$ cat config.mk
export PLATFORM = sky130hd
export DESIGN_NAME = ebr_master
export DESIGN_NICKNAME = d
export VERILOG_FILES = /design/src/rtl/ebr_pkg.sv /design/src/rtl/ebr_master.sv
export SDC_FILE = /design/constraint.sdc
export NUM_CORES = 1
export LEC_CHECK = 0
export ABC_CLOCK_PERIOD_IN_PS = 3600
export BUFFER_PORTS_ARGS = -buffer_cell sky130_fd_sc_hd__buf_4
export CAP_MARGIN = 10
export CORE_MARGIN = 1.5
export CORE_UTILIZATION = 40
export CTS_CLUSTER_SIZE = 12
export DETAILED_ROUTE_END_ITERATION = 16
export GPL_TIMING_DRIVEN = 0
export PLACE_DENSITY = 0.69
export REMOVE_ABC_BUFFERS = 1
export SYNTH_ARGS = -nofsm -noshare
export SYNTH_HDL_FRONTEND = slang
export SYNTH_SLANG_ARGS = --single-unit
$ cat constraint.sdc
create_clock -name i_clk -period 3.6 [get_ports i_clk]
set_input_delay 0.36 -clock i_clk [delete_from_list [all_inputs] [get_ports i_clk]]
set_output_delay 0.36 -clock i_clk [all_outputs]
set_load 0.02 [all_outputs]
$ cat src/rtl/ebr_pkg.sv
// Constants, encodings and helpers for the external bus read master.
// Assumes one 100 MHz core clock; the bus clock is derived from it by halving.
// Operation
// RULE1: Ports of 8, 16 or 32 bits
// RULE2: Addressed device decides cycle length
// RULE3: Asynchronous inputs pass a synchronizer first
// RULE4: Synchronous mode finishes in three clocks
// RULE5: Fast termination finishes in two clocks
// RULE6: Inputs captured at falling bus clock edge
// RULE7: Captured inputs resolve to firm levels
// RULE8: S1 asserts address, data strobes, output enable
// RULE9: Size and low address pick byte lanes
// RULE10: Device drives data and acknowledge together
// RULE11: Acknowledge at S2 end, latch at S4
// RULE12: No acknowledge means wait states, keep sampling
// RULE13: Device holds acknowledges negated to wait
// RULE14: S4 end latches data and port width
// RULE15: S5 drops strobes, address stays valid
// RULE16: Direction, size, function code valid through S5
// RULE17: Device holds data until strobe negation
// RULE18: Device releases within one clock after; the model in prompt mode never releases
// RULE19: Acknowledge pair encodes port width
// RULE20: S0 drives address, code, size, direction
package ebr_pkg;

  localparam int ADDR_W        = 32;
  localparam int DATA_W        = 32;
  localparam int FC_W          = 4;
  localparam int LANES         = 4;
  localparam int CLK_PERIOD_NS = 10;

  // Bus states; each but ST_IDLE lasts one core clock, i.e. half a bus clock
  typedef enum logic [3:0] {
    ST_IDLE, ST_S0, ST_S1, ST_S2, ST_S3, ST_S4, ST_S5, ST_WLO, ST_WHI
  } ebr_state_t;

  // Transfer size codes {xfer_size_hi, xfer_size_lo}
  localparam logic [1:0] SIZE_LONG  = 2'h0;
  localparam logic [1:0] SIZE_BYTE  = 2'h1;
  localparam logic [1:0] SIZE_WORD  = 2'h2;
  localparam logic [1:0] SIZE_THREE = 2'h3;

  // Acknowledge pair {port_ack_hi_n, port_ack_lo_n}
  localparam logic [1:0] ACK_32   = 2'h0;
  localparam logic [1:0] ACK_16   = 2'h1;
  localparam logic [1:0] ACK_8    = 2'h2;
  localparam logic [1:0] ACK_NONE = 2'h3;

  // Port width report
  localparam logic [1:0] PW_NONE = 2'h0;
  localparam logic [1:0] PW_8    = 2'h1;
  localparam logic [1:0] PW_16   = 2'h2;
  localparam logic [1:0] PW_32   = 2'h3;

  // Extra wait pairs that cover synchronizer delay in asynchronous mode
  localparam logic [1:0] ASYNC_WAIT_PAIRS = 2'h1;
  // Width reported by a fast-terminated chip-select cycle
  localparam logic [1:0] FAST_PW = PW_32;

  // Bytes moved by one transfer of the given size
  function automatic logic [2:0] size_bytes(input logic [1:0] size);
    unique case (size)
      SIZE_BYTE:  size_bytes = 3'h1;
      SIZE_WORD:  size_bytes = 3'h2;
      SIZE_THREE: size_bytes = 3'h3;
      default:    size_bytes = 3'h4;
    endcase
  endfunction

endpackage

$ cat src/rtl/ebr_master.sv
// External bus read master: S0..S5 sequence with acknowledge-driven wait states.
// Assumes all bus inputs are asynchronous pins; the write cycle is not handled here.
`timescale 1ns/1ps
module ebr_master (
  // Clock and reset
  input  wire logic                        i_clk,
  input  wire logic                        i_resetn,
  // Request side
  input  wire logic                        i_req,
  input  wire logic [ebr_pkg::ADDR_W-1:0]  i_addr,
  input  wire logic [ebr_pkg::FC_W-1:0]    i_fc,
  input  wire logic [1:0]                  i_size,
  input  wire logic                        i_async_mode,
  input  wire logic                        i_fast_term,
  output logic                             o_busy,
  output logic                             o_done,
  output logic [ebr_pkg::DATA_W-1:0]       o_rdata,
  output logic [1:0]                       o_port_width,
  // Bus pins
  input  wire logic [ebr_pkg::DATA_W-1:0]  i_data,
  input  wire logic                        i_port_ack_hi_n,
  input  wire logic                        i_port_ack_lo_n,
  output logic                             o_bus_clk,
  output logic [ebr_pkg::ADDR_W-1:0]       o_addr,
  output logic [ebr_pkg::FC_W-1:0]         o_function_code,
  output logic                             o_xfer_size_hi,
  output logic                             o_xfer_size_lo,
  output logic                             o_rw,
  output logic                             o_addr_strobe_n,
  output logic                             o_data_strobe_n,
  output logic                             o_out_en_n,
  output logic [ebr_pkg::LANES-1:0]        o_lane_en
);
  import ebr_pkg::*;

  typedef struct packed {
    ebr_state_t        st;
    logic              ph;
    logic [1:0]        await;
    logic              fast;
    logic              async_m;
    logic [ADDR_W-1:0] addr;
    logic [FC_W-1:0]   fc;
    logic [1:0]        size;
    logic              rw;
    logic              as_n;
    logic              ds_n;
    logic              oe_n;
    logic [1:0]        ack_s1;
    logic [1:0]        ack_s2;
    logic [DATA_W-1:0] d_s1;
    logic [DATA_W-1:0] d_s2;
    logic [DATA_W-1:0] rdata;
    logic [1:0]        pw;
    logic              done;
  } ebr_regs_t;

  ebr_regs_t s;
  ebr_regs_t next_s;
  logic      ack_seen;
  logic      strobing;

  // Only the second synchronizer stage is ever looked at
  assign ack_seen = (s.ack_s2 != ACK_NONE);

  always_comb
  begin
    next_s        = s;
    next_s.ph     = ~s.ph;
    next_s.done   = 1'b0;
    next_s.ack_s1 = {i_port_ack_hi_n, i_port_ack_lo_n}; // RULE3
    next_s.ack_s2 = s.ack_s1;                           // RULE7
    next_s.d_s1   = i_data;                             // RULE3
    next_s.d_s2   = s.d_s1;                             // RULE7
    unique case (s.st)
      ST_IDLE, ST_S5:
      begin
        if (s.st == ST_S5)
        begin
          next_s.done = 1'b1;
          next_s.st   = ST_IDLE;
        end
        // A cycle may only open on a rising bus clock edge
        if (!s.ph && i_req)
        begin
          next_s.st      = ST_S0;
          next_s.addr    = i_addr;        // RULE20
          next_s.fc      = i_fc;          // RULE20
          next_s.size    = i_size;        // RULE20
          next_s.rw      = 1'b1;          // RULE20
          next_s.fast    = i_fast_term;
          next_s.async_m = i_async_mode;
          next_s.await   = i_async_mode ? ASYNC_WAIT_PAIRS : 2'h0; // RULE3
        end
      end
      ST_S0:
        next_s.st = ST_S1;
      ST_S1:
        next_s.st = s.fast ? ST_S4 : ST_S2; // RULE5
      ST_S2, ST_WHI:
      begin
        // Decision taken at the falling edge that ends this high phase
        if (ack_seen && s.await == 2'h0) // RULE6 RULE11 RULE2 RULE4
          next_s.st = ST_S3;
        else
        begin
          next_s.st = ST_WLO; // RULE12
          if (s.await != 2'h0)
            next_s.await = 2'(s.await - 2'h1);
        end
      end
      ST_WLO:
        next_s.st = ST_WHI;
      ST_S3:
        next_s.st = ST_S4;
      ST_S4:
      begin
        next_s.st    = ST_S5;
        next_s.rdata = s.d_s2; // RULE14 RULE11
        if (s.fast)
          next_s.pw = FAST_PW;
        else
        begin
          unique case (s.ack_s2) // RULE19 RULE1
            ACK_32:  next_s.pw = PW_32;
            ACK_16:  next_s.pw = PW_16;
            ACK_8:   next_s.pw = PW_8;
            default: next_s.pw = PW_NONE;
          endcase
        end
      end
      default:
        next_s.st = ST_IDLE;
    endcase
    // Strobes live from S1 through S4 and all wait states
    strobing = next_s.st inside {ST_S1, ST_S2, ST_S3, ST_S4, ST_WLO, ST_WHI}; // RULE8
    next_s.as_n = ~strobing; // RULE15
    next_s.ds_n = ~strobing;
    next_s.oe_n = ~strobing;
  end

  always_ff @(posedge i_clk)
  begin
    if (!i_resetn)
    begin
      s        <= '0;
      s.as_n   <= 1'b1;
      s.ds_n   <= 1'b1;
      s.oe_n   <= 1'b1;
      s.ack_s1 <= ACK_NONE;
      s.ack_s2 <= ACK_NONE;
    end
    else
      s <= next_s;
  end

  // Byte lane i = 3 carries D31..D24, i.e. address offset 0
  genvar gi;
  generate
    for (gi = 0; gi < LANES; gi++)
    begin : g_lane
      localparam logic [2:0] OFS = 3'(LANES - 1 - gi);
      assign o_lane_en[gi] = (OFS >= {1'b0, s.addr[1:0]}) &&
                             (OFS < 3'({1'b0, s.addr[1:0]} + size_bytes(s.size))); // RULE9
    end
  endgenerate

  assign o_bus_clk       = s.ph;
  assign o_busy          = (s.st != ST_IDLE);
  assign o_done          = s.done;
  assign o_rdata         = s.rdata;
  assign o_port_width    = s.pw;
  assign o_addr          = s.addr;  // RULE15
  assign o_function_code = s.fc;    // RULE16
  assign o_xfer_size_hi  = s.size[1];
  assign o_xfer_size_lo  = s.size[0];
  assign o_rw            = s.rw;
  assign o_addr_strobe_n = s.as_n;
  assign o_data_strobe_n = s.ds_n;
  assign o_out_en_n      = s.oe_n;
endmodule // ebr_master

==> summary.txt <==
Run status
  • Status: complete, no violations

STA
  • Max_slew headroom: 48.3%
  • Pins Over Slew Limit: 0
  • Min Tclk post-route: 2.35 ns
  • Final count of hold timing violations: 0
  • Worst clock skew: 0.00659 ns
  • Slew of the pin with the lowest slew margin: 0.775 ns
  • Max Freq: 426 MHz
  • RSZ-0062 raised after global routing: no
  • Period utilisation layout: 65.2%
  • Final setup viols: 0
  • Setup TNS: 0 ns

Layout
  • Final cell area excluding filler cells: 6870 um^2
  • Fillcell total: 1225
  • Share of cells above drive strength 1: 28.3%
  • Layout area overhead: 24.9%
  • Nets: 765
  • Antenna diodes: 0

Clock tree
  • Postcts setup bufs: 0
  • Worst-path clk slew: 0.06 ns
  • CTS Hold Bufs: 0
  • Clock root buffer: clkbuf_16
  • PostCTS Resize Cnt: 0
  • CTS buffer count: 17
  • Sink Count: 151
  • CTS tree: yes
  • Worst-Skew Late Latency: 0.42 ns
  • H-tree level count: 4
  • Worst-case clock buffer depth: 2

Detailed routing
  • Final wirelength: 11.1 mm
  • Drc violations: 0
  • Drt initial violations: 157
  • Drt wl/cell: 12.7 um
  • DRT Pass-1 Iters: 6
  • DR vias: 3944
  • Via/cell ratio: 4.52
  • Post-route ant nets: 0

Setup path
  • Worst Setup SP: o_addr[0]$_SDFFE_PN0P_
  • End of the critical path: o_lane_en[1]
  • Critical Path End Type: output pin
  • FF-to-FF path depth: 5
  • Req. time, crit path: 3.24 ns
  • Startpoint type of the worst setup path: flop
  • Reg2reg end: o_addr[29]$_SDFFE_PN0P_
  • WP data arrival: 1.99 ns
  • Crit path max fanout: 5
  • Reg-to-reg critical path startpoint: s[152]$_SDFF_PN0_
  • CP Class: flop to output pin
  • FF-to-FF setup slack: 1.59 ns

Synthesis
  • Async S/R FF share, synth: 0%
  • Synth unique cells: 38
  • Number of flops mapped to enable cells by yosys: 0
  • Mapped Cells: 610
  • Synth Cell Area: 5500 um^2
  • Main synth FF type: dfxtp_1
  • Yosys reg bits: 151
  • Post-synthesis area per instance: 9.02 um^2
  • Seq/Total Area, Yosys: 55.0%
  • Yosys Warn Count: 0

Die
  • Total die area: 14500 um^2
  • Initial Util: 41.2%
  • Core area: 13300 um^2
  • Die H: 120 um
  • Core Rows: 42
  • I/O pin total: 160
  • Chip width: 120 um

Place
  • Placed instance area: 6300 um^2
  • IO Port Bufs: 159
  • Post-DP HPWL: 7.60 mm
  • GP Congestion: 0.844

Global route
  • Number of antenna violations at the first check in global routing: 0
  • Global-route wire length before repair: 17.7 mm
  • GRT overflow: 0
  • Largest net degree at the start of global routing: 75
  • GR Util All Layers: 15.5%
  • Vias in the first global route: 3824

Pwr
  • Worst vdd ir: 0.351 mV
  • Total power: 0.00400 W
  • Leak: 2.91 nW
  • PwrDens: 582 nW/um^2

Worst hold path
  • Hold Crit Class: input port to flop

Job
  • Max_cap viols: 0
==> critical path: stages, from the launching register on <==
cell	delay (ns)
dfxtp_1	0.34
ha_1	0.22
fa_1	0.38
xor2_1	0.26
a21oi_1	0.07
a21oi_1	0.13
buf_4	0.16
==> routing by layer <==
metal / vias to the layer above / GRT usage (%) / wire (um)
met1: 1762 / 18.7 / 5010
li1: 2009 / - / -
met5: - / 0 / 0
met3: 12 / 7.45 / 1220
met4: 0 / 5.15 / 126
met2: 161 / 24.4 / 4700
==> power breakdown <==
group	total, W	switching (W)	internal [W]	leakage, nW
registers	0.00181	0.0000508	0.00176	1.24
logic	0.000483	0.000257	0.000225	1.40
clock network	0.00171	0.000642	0.00106	0.278
total	0.00400	0.000950	0.00305	2.91
==> state kept, by name (all words and copies together) (netlist names) <==
signal           cells
o_rw                 1
o_xfer_size_lo       1
o_rdata             32
s                   41
o_port_width         2
o_xfer_size_hi       1
o_done               1
o_function_code      4
next_s              34
o_addr              32
o_out_en_n           1
o_bus_clk            1
==> area by class of cell <==
class | instances | area, um^2 | share of cell area [%]
clock buffers | 22 | 474 | 6.90
clock inverters | 8 | 98.8 | 1.44
inverters | 6 | 22.5 | 0.328
multi-input cells | 344 | 1720 | 25.0
flip-flops and latches | 151 | 3020 | 44.0
well taps | 176 | 220 | 3.20
repair buffers | 165 | 1310 | 19.1
==> how the worst min path moves through the flow <==
stage | from | end | slack, ns | depth (start not counted)
after floorplan | next_s[100]$_SDFF_PN1_ | s[100]$_SDFF_PN1_ | 0.39 | 1
after global placement | next_s[99]$_SDFF_PN1_ | s[99]$_SDFF_PN1_ | 0.40 | 1
after detailed placement | next_s[99]$_SDFF_PN1_ | s[99]$_SDFF_PN1_ | 0.39 | 1
after CTS | i_port_ack_hi_n | next_s[100]$_SDFF_PN1_ | 0.11 | 2
after global routing | i_port_ack_hi_n | next_s[100]$_SDFF_PN1_ | 0.12 | 2
final | i_port_ack_hi_n | next_s[100]$_SDFF_PN1_ | 0.13 | 2
==> synth_stat cells (2+ instances only) <==
cell	instances	share of area, %
dfxtp_1	151	55
nand2_1	146	10
buf_4	76	10
a21oi_1	75	6.8
and2_1	64	7.3
clkbuf_1	20	1.4
nor2_1	19	1.3
buf_2	8	0.73
inv_1	5	0.34
nand2b_1	5	0.57
buf_6	4	0.82
nor2b_1	4	0.45
o21a_1	3	0.41
o21ai_0	3	0.27
a311oi_1	2	0.32
ha_1	2	0.45
nand4_1	2	0.23
==> layout by cell type (no fill, tap or decap), types with 4 or more instances in the layout <==
cell type,n
and2_1,64
nor2b_1,4
inv_1,5
nand2b_1,5
buf_4,159
nor2_1,19
a21oi_1,75
clkbuf_16,17
nand2_1,146
dfxtp_1,151
==> kinds of logic after synthesis <==
kind of cell	count (synthesis)	share of synthesized area [%]
DFF	151	55.0
xor gates and xnor gates	1	0.159
and+or+nand+nor	249	21.2
adders and majority gates	3	0.819
AOI/OAI and AO/OA	91	9.03
buffers and inverters	115	13.8
==> per-stage QoR <==
| stage | worst slack (ns) | hold WS [ns] | utilization (%) | instances |
|---|---|---|---|---|
| 2_1_floorplan | 1.33 | 0.386 | - | 501 |
| 3_3_place_gp | 0.688 | 0.395 | 46.3 | 836 |
| 3_5_place_dp | 1.59 | 0.393 | 47.2 | 842 |
| 4_1_cts | 1.23 | 0.105 | 51.5 | 872 |
| 5_1_grt | 1.15 | 0.116 | 51.5 | 872 |
| 6_report | 1.25 | 0.128 | 51.5 | 872 |
Power figures use the tool's default switching activity.
